<file path="src/design/enc_ctl_defines.svh">
`ifndef ENC_CTL_DEFINES_SVH
`define ENC_CTL_DEFINES_SVH

// Device bus addresses, 8-bit form with direction bit
`define DEV_ADDR_W       8'h88
`define DEV_ADDR_R       8'h89

// Device subaddresses
`define SUB_LINE_COUNT   8'hD0
`define SUB_LINE_TYPE    8'hD1
`define SUB_LINE_PAT     8'hD2
`define SUB_VALUE_ARR    8'hD3
`define SUB_COLOUR       8'hFF
`define SUB_CURSOR       8'hFE
`define SUB_PWR          8'h60
`define SUB_FIC          8'h61

// Bit positions inside the device power and input-cell bytes
`define PWR_ANALOG_BIT   6
`define PWR_DIGITAL_BIT  7
`define FIC_BIT          0

// Bytes per table entry, pointer byte excluded
`define ENT_COLOUR       4'h3
`define ENT_CURSOR       4'h1
`define ENT_COUNT        4'h2
`define ENT_TYPE         4'h4
`define ENT_PAT          4'h8
`define ENT_VALUE        4'h2

// Software register map
`define REG_CMD          4'h0
`define REG_SUB          4'h1
`define REG_LEN          4'h2
`define REG_STATUS       4'h3
`define REG_BUF_IDX      4'h4
`define REG_BUF_DATA     4'h5
`define REG_FIC          4'h6
`define REG_PWR          4'h7

// Command bits
`define CMD_WR           0
`define CMD_RD           1
`define CMD_PD           2
`define CMD_PU           3

// Status bits
`define ST_BUSY          0
`define ST_NACK          1
`define ST_REFUSED       2
`define ST_TYPE_STALE    3
`define ST_REINIT        4
`define ST_PD            5
`define ST_PAT_LOADED    6

// Transfer buffer
`define BUF_DEPTH        32
`define BUF_AW           5
`define BUF_MAX_LEN      6'h20

// Bus timing: quarter of a 400 kHz bit period
`define REF_CLK_MHZ      125
`define I2C_QUARTER_NS   625
`define I2C_QUARTER_CYC  ((`I2C_QUARTER_NS * `REF_CLK_MHZ + 999) / 1000)

`endif

</file>
<file path="src/design/enc_ctl_pkg.sv">
package enc_ctl_pkg;

  typedef logic [7:0] byte_t;
  typedef logic [3:0] reg_addr_t;

  typedef enum logic [3:0] {
    ST_IDLE  = 4'b0001,
    ST_START = 4'b0010,
    ST_BIT   = 4'b0100,
    ST_STOP  = 4'b1000
  } i2c_state_t;

  typedef enum logic [4:0] {
    STG_ADDR  = 5'b00001,
    STG_SUB   = 5'b00010,
    STG_DATA  = 5'b00100,
    STG_RADDR = 5'b01000,
    STG_RDATA = 5'b10000
  } stage_t;

endpackage

</file>
<file path="src/design/byte_mem_if.sv">
`timescale 1ns/10ps
`include "enc_ctl_defines.svh"

interface byte_mem_if;
  logic                  wr_en;
  logic [`BUF_AW-1:0]    wr_addr;
  logic [7:0]            wr_data;
  logic [`BUF_AW-1:0]    rd_addr;
  logic [7:0]            rd_data;

  modport user (output wr_en, output wr_addr, output wr_data, output rd_addr, input rd_data);
  modport mem  (input wr_en, input wr_addr, input wr_data, input rd_addr, output rd_data);
endinterface

</file>
<file path="src/design/byte_mem.sv">
`timescale 1ns/10ps
`include "enc_ctl_defines.svh"

module byte_mem (
  // Clock and reset
  input  wire logic i_ref_clk,
  input  wire logic i_rstn,
  // Memory port
  byte_mem_if.mem   mem
);
  import enc_ctl_pkg::*;

  byte_t mem_ff [`BUF_DEPTH];
  byte_t rd_data_ff;

  always_ff @(posedge i_ref_clk) begin
    if (mem.wr_en) begin
      mem_ff[mem.wr_addr] <= mem.wr_data;
    end
  end

  // Read data always lag the address by one edge
  always_ff @(posedge i_ref_clk) begin
    if (!i_rstn) begin
      rd_data_ff <= 8'h00;
    end else begin
      rd_data_ff <= mem_ff[mem.rd_addr];
    end
  end

  assign mem.rd_data = rd_data_ff;
endmodule

</file>
<file path="src/design/enc_i2c_host.sv">
`timescale 1ns/10ps
`include "enc_ctl_defines.svh"
// Function
// - Colour write: COLOUR_TABLE_PORT, table address, RGB triplets
// - Line count entry at D0H: two bytes
// - Line pattern entry at D2H: eight bytes
// - Line type entry at D1H: four bytes
// - Value array entry: level byte, pulse byte
// - Sync table write starts with pointer byte
// - Load pattern array before line type array
// - After array read, reinitialise pointers before writing
// - Set both power-down bits in one write
// - Clear fast input cell bit before power-down
// - Line count: 4-bit type, 10-bit count
module enc_i2c_host (
  // Clock and reset
  input  wire logic                   i_ref_clk,
  input  wire logic                   i_rstn,
  // Software register port
  input  wire enc_ctl_pkg::reg_addr_t i_addr,
  input  wire enc_ctl_pkg::byte_t     i_wdata,
  input  wire logic                   i_wr,
  input  wire logic                   i_rd,
  output enc_ctl_pkg::byte_t          o_rdata,
  output logic                        o_busy,
  // Bus pins, open drain
  input  wire logic                   i_scl,
  input  wire logic                   i_sda,
  output logic                        o_scl_out,
  output logic                        o_scl_oe,
  output logic                        o_sda_out,
  output logic                        o_sda_oe
);
  import enc_ctl_pkg::*;

  localparam logic [6:0] QEND = 7'(`I2C_QUARTER_CYC - 1);
  localparam byte_t      ADDR_WR = `DEV_ADDR_W;

  function automatic logic [3:0] ent_size(input byte_t sub);
    if (sub == `SUB_COLOUR) begin
      ent_size = `ENT_COLOUR;
    end else if (sub == `SUB_CURSOR) begin
      ent_size = `ENT_CURSOR;
    end else if (sub == `SUB_LINE_COUNT) begin
      ent_size = `ENT_COUNT;
    end else if (sub == `SUB_LINE_TYPE) begin
      ent_size = `ENT_TYPE;
    end else if (sub == `SUB_LINE_PAT) begin
      ent_size = `ENT_PAT;
    end else if (sub == `SUB_VALUE_ARR) begin
      ent_size = `ENT_VALUE;
    end else begin
      ent_size = 4'h0;
    end
  endfunction

  function automatic logic is_sync(input byte_t sub);
    is_sync = (sub >= `SUB_LINE_COUNT) && (sub <= `SUB_VALUE_ARR);
  endfunction

  // Pointer byte plus whole entries only
  function automatic logic len_ok(input byte_t sub, input logic [5:0] len);
    logic [3:0] sz;
    logic [5:0] n;
    sz = ent_size(sub);
    n  = len - 6'h01;
    if (len > `BUF_MAX_LEN) begin
      len_ok = 1'b0;
    end else if (sz == 4'h0) begin
      len_ok = 1'b1;
    end else if (len == 6'h00) begin
      len_ok = 1'b0;
    end else if (sz == `ENT_COLOUR) begin
      len_ok = (n % {2'h0, `ENT_COLOUR}) == 6'h00;
    end else begin
      len_ok = (n & {2'h0, sz - 4'h1}) == 6'h00;
    end
  endfunction

  byte_mem_if mem_bus ();

  byte_mem u_mem (
    .i_ref_clk (i_ref_clk),
    .i_rstn    (i_rstn),
    .mem       (mem_bus)
  );

  logic [2:0]          scl_sync_ff;
  logic [2:0]          sda_sync_ff;
  logic                scl_in_ff;
  logic                sda_in_ff;
  logic [6:0]          qcnt_ff;
  i2c_state_t          state_ff;
  stage_t              stage_ff;
  logic [1:0]          phase_ff;
  logic [3:0]          bit_ff;
  logic [5:0]          byte_ff;
  logic                scl_oe_ff;
  logic                sda_oe_ff;
  byte_t               shift_ff;
  logic                nack_ff;
  logic                pd_seq_ff;
  logic                pd_up_ff;
  logic                pd_step_ff;
  logic                rd_op_ff;
  byte_t               sub_cur_ff;
  logic [5:0]          len_cur_ff;
  logic                pd_ff;
  byte_t               sub_ff;
  logic [5:0]          len_ff;
  logic [`BUF_AW-1:0]  buf_idx_ff;
  byte_t               fic_ff;
  byte_t               pwr_ff;
  byte_t               rdata_ff;
  logic                rd_buf_ff;
  logic                refused_ff;
  logic                pat_loaded_ff;
  logic                type_stale_ff;
  logic [3:0]          reinit_ff;
  logic                qtick;
  logic                adv;
  logic                rx_stage;
  logic                byte_last;
  logic                bit_drive;
  logic                eng_wr;
  byte_t               cur_byte;
  logic                cmd_wr;
  logic                want_wr;
  logic                want_rd;
  logic                want_pd;
  logic                want_pu;
  logic                ok_wr;
  logic                ok_rd;
  logic                accept;
  byte_t               pwr_mask;

  // Pin inputs: the second and third stage must agree before a change counts
  always_ff @(posedge i_ref_clk) begin
    if (!i_rstn) begin
      scl_sync_ff <= 3'h7;
      sda_sync_ff <= 3'h7;
      scl_in_ff   <= 1'b1;
      sda_in_ff   <= 1'b1;
    end else begin
      scl_sync_ff <= {scl_sync_ff[1:0], i_scl};
      sda_sync_ff <= {sda_sync_ff[1:0], i_sda};
      if (scl_sync_ff[1] == scl_sync_ff[2]) begin
        scl_in_ff <= scl_sync_ff[2];
      end
      if (sda_sync_ff[1] == sda_sync_ff[2]) begin
        sda_in_ff <= sda_sync_ff[2];
      end
    end
  end

  // Quarter-bit tick; phase 2 waits while the slave stretches the clock
  always_ff @(posedge i_ref_clk) begin
    if (!i_rstn || state_ff == ST_IDLE || qtick) begin
      qcnt_ff <= 7'h00;
    end else begin
      qcnt_ff <= qcnt_ff + 7'h01;
    end
  end

  assign qtick     = (qcnt_ff == QEND);
  assign adv       = qtick && !(phase_ff == 2'h2 && !scl_in_ff);
  assign rx_stage  = (stage_ff == STG_RDATA);
  assign byte_last = (byte_ff == len_cur_ff - 6'h01);
  assign pwr_mask  = byte_t'((1 << `PWR_ANALOG_BIT) | (1 << `PWR_DIGITAL_BIT));

  always_comb begin
    case (stage_ff)
      STG_ADDR:  cur_byte = `DEV_ADDR_W;
      STG_SUB:   cur_byte = sub_cur_ff;
      STG_RADDR: cur_byte = `DEV_ADDR_R;
      STG_RDATA: cur_byte = 8'hFF;
      default: begin
        if (!pd_seq_ff) begin
          cur_byte = mem_bus.rd_data;
        end else if (!pd_step_ff) begin
          cur_byte = fic_ff & ~byte_t'(1 << `FIC_BIT);
        end else if (pd_up_ff) begin
          cur_byte = pwr_ff & ~pwr_mask;
        end else begin
          cur_byte = pwr_ff | pwr_mask;
        end
      end
    endcase
  end

  // Data bits drive low for zero; the ack slot drives low on all but the last read byte
  always_comb begin
    if (!bit_ff[3]) begin
      bit_drive = !rx_stage && !cur_byte[~bit_ff[2:0]];
    end else begin
      bit_drive = rx_stage && !byte_last;
    end
  end

  assign eng_wr = (state_ff == ST_BIT) && rx_stage && adv && (phase_ff == 2'h3) && bit_ff[3];

  always_comb begin
    mem_bus.wr_en   = eng_wr || (i_wr && i_addr == `REG_BUF_DATA && state_ff == ST_IDLE);
    mem_bus.wr_addr = eng_wr ? byte_ff[`BUF_AW-1:0] : buf_idx_ff;
    mem_bus.wr_data = eng_wr ? shift_ff : i_wdata;
    mem_bus.rd_addr = (state_ff == ST_IDLE) ? buf_idx_ff : byte_ff[`BUF_AW-1:0];
  end

  // Command acceptance and its guards
  always_comb begin
    cmd_wr  = i_wr && (i_addr == `REG_CMD);
    want_wr = cmd_wr && i_wdata[`CMD_WR];
    want_rd = cmd_wr && i_wdata[`CMD_RD] && !want_wr;
    want_pd = cmd_wr && i_wdata[`CMD_PD] && !want_wr && !want_rd;
    want_pu = cmd_wr && i_wdata[`CMD_PU] && !want_wr && !want_rd && !want_pd;
    ok_wr   = !(pd_ff && ent_size(sub_ff) != 4'h0)
              && !(sub_ff == `SUB_LINE_TYPE && !pat_loaded_ff)
              && !(is_sync(sub_ff) && len_ff != 6'h01 && reinit_ff != 4'h0)
              && len_ok(sub_ff, len_ff);
    ok_rd   = !(pd_ff && ent_size(sub_ff) != 4'h0)
              && len_ff != 6'h00 && len_ff <= `BUF_MAX_LEN;
    accept  = (state_ff == ST_IDLE)
              && ((want_wr && ok_wr) || (want_rd && ok_rd) || want_pd || want_pu);
  end

  // Bus engine
  always_ff @(posedge i_ref_clk) begin
    if (!i_rstn) begin
      state_ff   <= ST_IDLE;
      stage_ff   <= STG_ADDR;
      phase_ff   <= 2'h0;
      bit_ff     <= 4'h0;
      byte_ff    <= 6'h00;
      scl_oe_ff  <= 1'b0;
      sda_oe_ff  <= 1'b0;
      shift_ff   <= 8'h00;
      nack_ff    <= 1'b0;
      pd_seq_ff  <= 1'b0;
      pd_up_ff   <= 1'b0;
      pd_step_ff <= 1'b0;
      rd_op_ff   <= 1'b0;
      sub_cur_ff <= 8'h00;
      len_cur_ff <= 6'h00;
      pd_ff      <= 1'b0;
    end else begin
      case (state_ff)
        ST_IDLE: begin
          phase_ff <= 2'h0;
          if (accept) begin
            state_ff   <= ST_START;
            stage_ff   <= STG_ADDR;
            nack_ff    <= 1'b0;
            rd_op_ff   <= want_rd;
            pd_seq_ff  <= want_pd || want_pu;
            pd_up_ff   <= want_pu;
            pd_step_ff <= want_pu;
            sub_cur_ff <= want_pd ? `SUB_FIC : (want_pu ? `SUB_PWR : sub_ff);
            len_cur_ff <= (want_pd || want_pu) ? 6'h01 : len_ff;
          end
        end
        ST_START: begin
          if (adv) begin
            phase_ff <= phase_ff + 2'h1;
            case (phase_ff)
              2'h0: sda_oe_ff <= 1'b0;
              2'h1: scl_oe_ff <= 1'b0;
              2'h2: sda_oe_ff <= 1'b1;
              default: begin
                scl_oe_ff <= 1'b1;
                bit_ff    <= 4'h0;
                state_ff  <= ST_BIT;
                // Repeated start after the subaddress keeps the read pointer
                stage_ff  <= (stage_ff == STG_SUB) ? STG_RADDR : STG_ADDR;
              end
            endcase
          end
        end
        ST_BIT: begin
          if (adv) begin
            phase_ff <= phase_ff + 2'h1;
            case (phase_ff)
              2'h0: sda_oe_ff <= bit_drive;
              2'h1: scl_oe_ff <= 1'b0;
              2'h2: begin
                if (!bit_ff[3]) begin
                  shift_ff <= {shift_ff[6:0], sda_in_ff};
                end else if (!rx_stage && sda_in_ff) begin
                  nack_ff <= 1'b1;
                end
              end
              default: begin
                scl_oe_ff <= 1'b1;
                if (!bit_ff[3]) begin
                  bit_ff <= bit_ff + 4'h1;
                end else begin
                  bit_ff <= 4'h0;
                  if (nack_ff) begin
                    state_ff <= ST_STOP;
                  end else begin
                    case (stage_ff)
                      STG_ADDR: stage_ff <= STG_SUB;
                      STG_SUB: begin
                        if (rd_op_ff) begin
                          state_ff <= ST_START;
                        end else if (len_cur_ff == 6'h00) begin
                          state_ff <= ST_STOP;
                        end else begin
                          stage_ff <= STG_DATA;
                          byte_ff  <= 6'h00;
                        end
                      end
                      STG_RADDR: begin
                        stage_ff <= STG_RDATA;
                        byte_ff  <= 6'h00;
                      end
                      default: begin
                        if (byte_last) begin
                          state_ff <= ST_STOP;
                        end else begin
                          byte_ff <= byte_ff + 6'h01;
                        end
                      end
                    endcase
                  end
                end
              end
            endcase
          end
        end
        default: begin
          if (adv) begin
            phase_ff <= phase_ff + 2'h1;
            case (phase_ff)
              2'h0: sda_oe_ff <= 1'b1;
              2'h1: scl_oe_ff <= 1'b0;
              2'h2: sda_oe_ff <= 1'b0;
              default: begin
                // Input-cell byte goes out in its own transfer ahead of the power byte
                if (pd_seq_ff && !pd_step_ff && !nack_ff) begin
                  state_ff   <= ST_START;
                  stage_ff   <= STG_ADDR;
                  pd_step_ff <= 1'b1;
                  sub_cur_ff <= `SUB_PWR;
                end else begin
                  state_ff  <= ST_IDLE;
                  pd_seq_ff <= 1'b0;
                  if (pd_seq_ff && !nack_ff) begin
                    pd_ff <= !pd_up_ff;
                  end
                end
              end
            endcase
          end
        end
      endcase
    end
  end

  // Software-visible settings
  always_ff @(posedge i_ref_clk) begin
    if (!i_rstn) begin
      sub_ff     <= 8'h00;
      len_ff     <= 6'h00;
      buf_idx_ff <= '0;
      fic_ff     <= 8'h00;
      pwr_ff     <= 8'h00;
    end else if (i_wr) begin
      if (i_addr == `REG_SUB) begin
        sub_ff <= i_wdata;
      end else if (i_addr == `REG_LEN) begin
        len_ff <= i_wdata[5:0];
      end else if (i_addr == `REG_BUF_IDX) begin
        buf_idx_ff <= i_wdata[`BUF_AW-1:0];
      end else if (i_addr == `REG_BUF_DATA && state_ff == ST_IDLE) begin
        buf_idx_ff <= buf_idx_ff + `BUF_AW'(1'b1);
      end else if (i_addr == `REG_FIC) begin
        fic_ff <= i_wdata;
      end else if (i_addr == `REG_PWR) begin
        pwr_ff <= i_wdata;
      end
    end else if (i_rd && i_addr == `REG_BUF_DATA && state_ff == ST_IDLE) begin
      buf_idx_ff <= buf_idx_ff + `BUF_AW'(1'b1);
    end
  end

  // Table-order bookkeeping and refusal status
  always_ff @(posedge i_ref_clk) begin
    if (!i_rstn) begin
      refused_ff    <= 1'b0;
      pat_loaded_ff <= 1'b0;
      type_stale_ff <= 1'b0;
      reinit_ff     <= 4'h0;
    end else begin
      if (want_wr || want_rd || want_pd || want_pu) begin
        refused_ff <= !accept;
      end
      if (accept && want_wr && sub_ff == `SUB_LINE_PAT) begin
        pat_loaded_ff <= 1'b1;
        type_stale_ff <= 1'b1;
      end else if (accept && want_wr && sub_ff == `SUB_LINE_TYPE) begin
        type_stale_ff <= 1'b0;
      end
      if (accept && want_rd && is_sync(sub_ff)) begin
        reinit_ff <= 4'hF;
      end else if (accept && want_wr && is_sync(sub_ff) && len_ff == 6'h01) begin
        reinit_ff[sub_ff[1:0]] <= 1'b0;
      end
    end
  end

  // Register read port; buffer data come straight from the memory's output register
  always_ff @(posedge i_ref_clk) begin
    if (!i_rstn) begin
      rdata_ff  <= 8'h00;
      rd_buf_ff <= 1'b0;
    end else begin
      rd_buf_ff <= i_rd && (i_addr == `REG_BUF_DATA) && (state_ff == ST_IDLE);
      if (!i_rd) begin
        rdata_ff <= 8'h00;
      end else if (i_addr == `REG_SUB) begin
        rdata_ff <= sub_ff;
      end else if (i_addr == `REG_LEN) begin
        rdata_ff <= {2'h0, len_ff};
      end else if (i_addr == `REG_STATUS) begin
        rdata_ff <= {1'b0, pat_loaded_ff, pd_ff, reinit_ff != 4'h0, type_stale_ff,
                     refused_ff, nack_ff, state_ff != ST_IDLE};
      end else if (i_addr == `REG_BUF_IDX) begin
        rdata_ff <= {{(8-`BUF_AW){1'b0}}, buf_idx_ff};
      end else if (i_addr == `REG_FIC) begin
        rdata_ff <= fic_ff;
      end else if (i_addr == `REG_PWR) begin
        rdata_ff <= pwr_ff;
      end else begin
        rdata_ff <= 8'h00;
      end
    end
  end

  assign o_rdata   = rd_buf_ff ? mem_bus.rd_data : rdata_ff;
  assign o_busy    = (state_ff != ST_IDLE);
  assign o_scl_out = 1'b0;
  assign o_sda_out = 1'b0;
  assign o_scl_oe  = scl_oe_ff;
  assign o_sda_oe  = sda_oe_ff;
endmodule

</file>
<file path="config.mk">
export PLATFORM = sky130hd
export DESIGN_NAME = enc_i2c_host
export DESIGN_NICKNAME = d
export VERILOG_FILES = /design/src/design/enc_ctl_pkg.sv /design/src/design/byte_mem_if.sv /design/src/design/byte_mem.sv /design/src/design/enc_i2c_host.sv
export VERILOG_INCLUDE_DIRS = /design/src /design/src/design
export SDC_FILE = /design/constraint.sdc
export NUM_CORES = 1
export LEC_CHECK = 0
export BUFFER_PORTS_ARGS = -buffer_cell sky130_fd_sc_hd__buf_2
export CORE_MARGIN = 2
export CORE_UTILIZATION = 35
export CTS_BUF_LIST = sky130_fd_sc_hd__clkbuf_4 sky130_fd_sc_hd__clkbuf_8
export DETAILED_ROUTE_END_ITERATION = 10
export PLACE_DENSITY = 0.45
export SLEW_MARGIN = 20
export SYNTH_ARGS = -nofsm -noshare
export SYNTH_HDL_FRONTEND = slang
export SYNTH_HIERARCHICAL = 1
export SYNTH_SLANG_ARGS = --single-unit
export TNS_END_PERCENT = 50
</file>
<file path="constraint.sdc">
create_clock -name i_ref_clk -period 8.2 [get_ports i_ref_clk]
set_input_delay 1.64 -clock i_ref_clk [delete_from_list [all_inputs] [get_ports i_ref_clk]]
set_output_delay 1.64 -clock i_ref_clk [all_outputs]
set_load 0.03 [all_outputs]
</file>
==> summary.txt <==
Run status
  – Status: completed

Place
  – Hpwl dp: 31,400 um
  – Port Buffers: 28
  – GP Congestion: 0.857
  – Setup WS pre-CTS: 862 ps

Floorplan
  – Chip height: 228 um
  – Core Rows: 81
  – Die Footprint: 51,800 um2
  – Overall die width: 228 um
  – Top-Level Pins: 31
  – Core Box Area: 49,200 um2
  – Starting Density: 0.356

Yosys
  – Asr flop ratio synth: 0
  – Synth cell types: 86
  – Syn avg cell area: 12.6 um2
  – Cells taking the most area after synthesis: edfxtp_1 44%, dfxtp_1 14%, mux4_2 5.3%
  – Synth area leader: edfxtp_1
  – Seq/Total Area, Yosys: 0.583
  – Post-synth top flop: edfxtp_1
  – Netlist Area Pre-Place: 17,500 um2
  – YS warnings: 6
  – Cells after synthesis: 1,392
  – #FFs+latches synth: 381
  – EDFF count, synth: 256
  – Count leader, synth: edfxtp_1
  – Synth top cells by count: 256 x edfxtp_1, 140 x nor2_1, 125 x dfxtp_1
  – Top-area cell type share of the netlist area: 0.440

Timing
  – Post-layout min period: 7200 ps
  – Part of the cycle the worst path needs: 0.878
  – Number of hold violations in the final report: 0
  – Final setup fails: 0
  – Relative slew slack: 0.298
  – Upper clock frequency limit: 139 MHz
  – Worst slew pin tran: 1050 ps
  – Unrepaired setup endpoints after global routing: false
  – Sum Neg Setup Slack: 0 ps
  – Final Skew: 24.6 ps
  – Fin worst setup slack: 1000 ps
  – Final Slew Violations: 0

Worst setup path
  – Crit path top cell by count: ha_1
  – Worst Path Arrival: 7710 ps
  – Startpoint Class: flop
  – Critical path class: flop to flop
  – WP buf/inv: 1
  – CP Data Required Time: 8710 ps
  – Critical Path Slowest Stage Cell: dfxtp_1
  – CP cell instances: inv_1 -> ha_1 -> nand2_1 -> xnor2_1 -> ha_1 -> ha_1 -> a31oi_1 -> a2111oi_0 -> o21ai_2 -> nand3_2 -> o22ai_2 -> ha_1 -> a31o_2 -> a311oi_1 -> nand2_1 -> a211oi_4 -> xnor2_1 -> ha_1 -> nand2b_1 -> or3_1 -> o41a_1 -> a211oi_1 -> o2111ai_1 -> o221a_2
  – CP delay by family, top: compound AO/OA/AOI/OAI gates
  – Setup crit end kind: flop
  – Critical Path Max Stage Delay: 730 ps
  – CP Max Fanout: 15

Drt
  – Metal-1 WL: 21,400 um
  – DR top layer: met4
  – WL met2: 23,200 um
  – DRC Markers: 0
  – Final ANT Viol Nets: 0
  – Avg WL per Cell: 22.4 um
  – Total Routed Length: 48,000 um
  – Via count: 11,700
  – Average vias per placed instance: 5.43
  – TritonRoute pass-1 iters: 6
  – Iter 0 DRT Violations: 909
  – Met3 WL: 2210 um

Power
  – Clock power frac: 0.436
  – Net Switching: 0.988 mW
  – Cell Pwr Density: 213 nW/um2
  – Net Sw Frac: 0.236
  – VDD IR max: 0.000140 V
  – Static Leak: 6.21 nW
  – Internal power: 3.20 mW
  – Combinational fraction of design power: 0.071
  – Reg power frac: 0.493

Global route
  – GRT Util Overall: 0.189
  – Initial antenna violation count: 0
  – Global route overflow: 0
  – First-pass GRT wire length: 72,300 um
  – Vias in the first global route: 11,500
  – Largest net degree at the start of global routing: 67

Clock network
  – Worst-case clock buffer depth: 3
  – Worst skew pair latency: 640 ps
  – Post-CTS Setup Repair Bufs: 0
  – CTS tree: yes
  – Clock sinks: 381
  – # resized after CTS: 0
  – Cts bufs inserted: 69
  – CTS Hold Bufs: 0
  – H-tree depth: 3
  – Clock transition at path regs: 60 ps
  – Root Buffer: clkbuf_8

Run
  – Max-Cap Viols: 0

Final layout
  – Layout cell share with drive strength beyond 1: 0.189
  – Antenna Cells: 0
  – Area Growth Syn to Fin: 12.2%
  – Fillers: 4,710
  – Nets: 1,467

Worst hold path
  – Hold Crit Class: flop to flop
-- per-layer routing --
layer / GRT usage / vias to the layer above
met4: 0.0565 / 0
met1: 0.249 / 5887
met2: 0.314 / 286
met3: 0.0395 / 84
li1: - / 5409
met5: 0 / -
-- cell families after synthesis --
group           after synthesis  synth area share
compound gates              251             0.102
flops                       381             0.583
buf+inv                     102            0.0270
simple gates                453             0.122
mux                         156             0.136
xor+xnor                     27            0.0140
other cells                   1          0.000214
fa+ha+maj                    21            0.0150
-- registers in the layout, summed over array words and instances (netlist names), 2 cells and up --
register           flops
sub_ff                 8
sub_cur_ff             8
byte_ff                6
u_mem/mem.rd_data      8
rdata_ff               8
pwr_ff                 8
buf_idx_ff             5
state_ff               4
sda_sync_ff            3
stage_ff               5
bit_ff                 4
len_ff                 6
len_cur_ff             6
reinit_ff              4
u_mem/mem_ff         256
shift_ff               8
qcnt_ff                7
scl_sync_ff            3
phase_ff               2
fic_ff                 8
-- worst paths after layout --
path	start	to	slack, ps	depth (start not counted)
setup reg to reg	len_ff[0]$_SDFFE_PN0P_	reinit_ff[3]$_SDFFE_PN0P_	1000	24
hold reg to reg	scl_sync_ff[0]$_SDFF_PN1_	scl_sync_ff[1]$_SDFF_PN1_	400	1
setup / recovery	len_ff[0]$_SDFFE_PN0P_	reinit_ff[3]$_SDFFE_PN0P_	1000	24
hold / removal	scl_sync_ff[0]$_SDFF_PN1_	scl_sync_ff[1]$_SDFF_PN1_	400	1
-- final cells by class --
type | instances | area (um2) | share of cell area
repair buffers | 41 | 241 | 0.0123
clock buffers | 109 | 1300 | 0.0663
flip-flops and latches | 381 | 10200 | 0.519
clock inverters | 17 | 113 | 0.00574
multi-input cells | 910 | 6850 | 0.349
inverters | 25 | 93.8 | 0.00478
well taps | 664 | 831 | 0.0423
-- per-stage QoR --
stage | total power, mW | area (um2) | hold WS, ps | utilization | instances
final | 4.19 | 19600 | 401 | 0.399 | 2147
after global routing | 4.35 | 19600 | 426 | 0.399 | 2147
after CTS | 4.24 | 19600 | 406 | 0.399 | 2146
after detailed placement | 2.40 | 18200 | 398 | 0.370 | 2020
after global placement | 2.40 | 18200 | 397 | 0.370 | 2020
after floorplan | 2.32 | 17500 | 386 | - | 1393
-- layout by cell type, fill, tap and decap left out, types with 17 or more instances in the layout --
| master | synthesis | routed |
|---|---|---|
| mux2i_1 | 62 | 62 |
| a22oi_1 | 17 | 17 |
| mux4_2 | 41 | 41 |
| nand2_1 | 119 | 117 |
| o21ai_0 | 31 | 30 |
| nand3_1 | 57 | 57 |
| nor3_1 | 24 | 24 |
| edfxtp_1 | 256 | 256 |
| buf_2 | 8 | 28 |
| a31oi_1 | 26 | 26 |
| clkbuf_4 | 0 | 33 |
| nor2_1 | 140 | 140 |
| mux2_2 | 37 | 37 |
| dfxtp_1 | 125 | 125 |
| ha_1 | 21 | 21 |
| a21oi_1 | 64 | 64 |
| inv_1 | 23 | 22 |
| clkbuf_8 | 0 | 77 |
| nand2b_1 | 21 | 21 |
-- worst register-to-register path, stage by stage, from the launching register on --
cell and delay [ps]:
dfxtp_1 730, inv_1 140, ha_1 320, nand2_1 110, xnor2_1 150, ha_1 350
ha_1 320, a31oi_1 110, a2111oi_0 720, o21ai_2 210, nand3_2 150, o22ai_2 110
ha_1 310, a31o_2 250, a311oi_1 280, nand2_1 170, a211oi_4 420, xnor2_1 120
ha_1 290, nand2b_1 210, or3_1 370, o41a_1 170, a211oi_1 460, o2111ai_1 270
o221a_2 350
-- power by group through the flow --
stage,logic [mW],registers [mW],clock network [mW]
after floorplan,0.224,2.10,0
after detailed placement,0.297,2.10,0
after global routing,0.325,2.06,1.96
after global placement,0.293,2.10,0
final,0.298,2.06,1.83
after CTS,0.298,2.06,1.88
No activity file was read; power rests on OpenSTA's default activity.
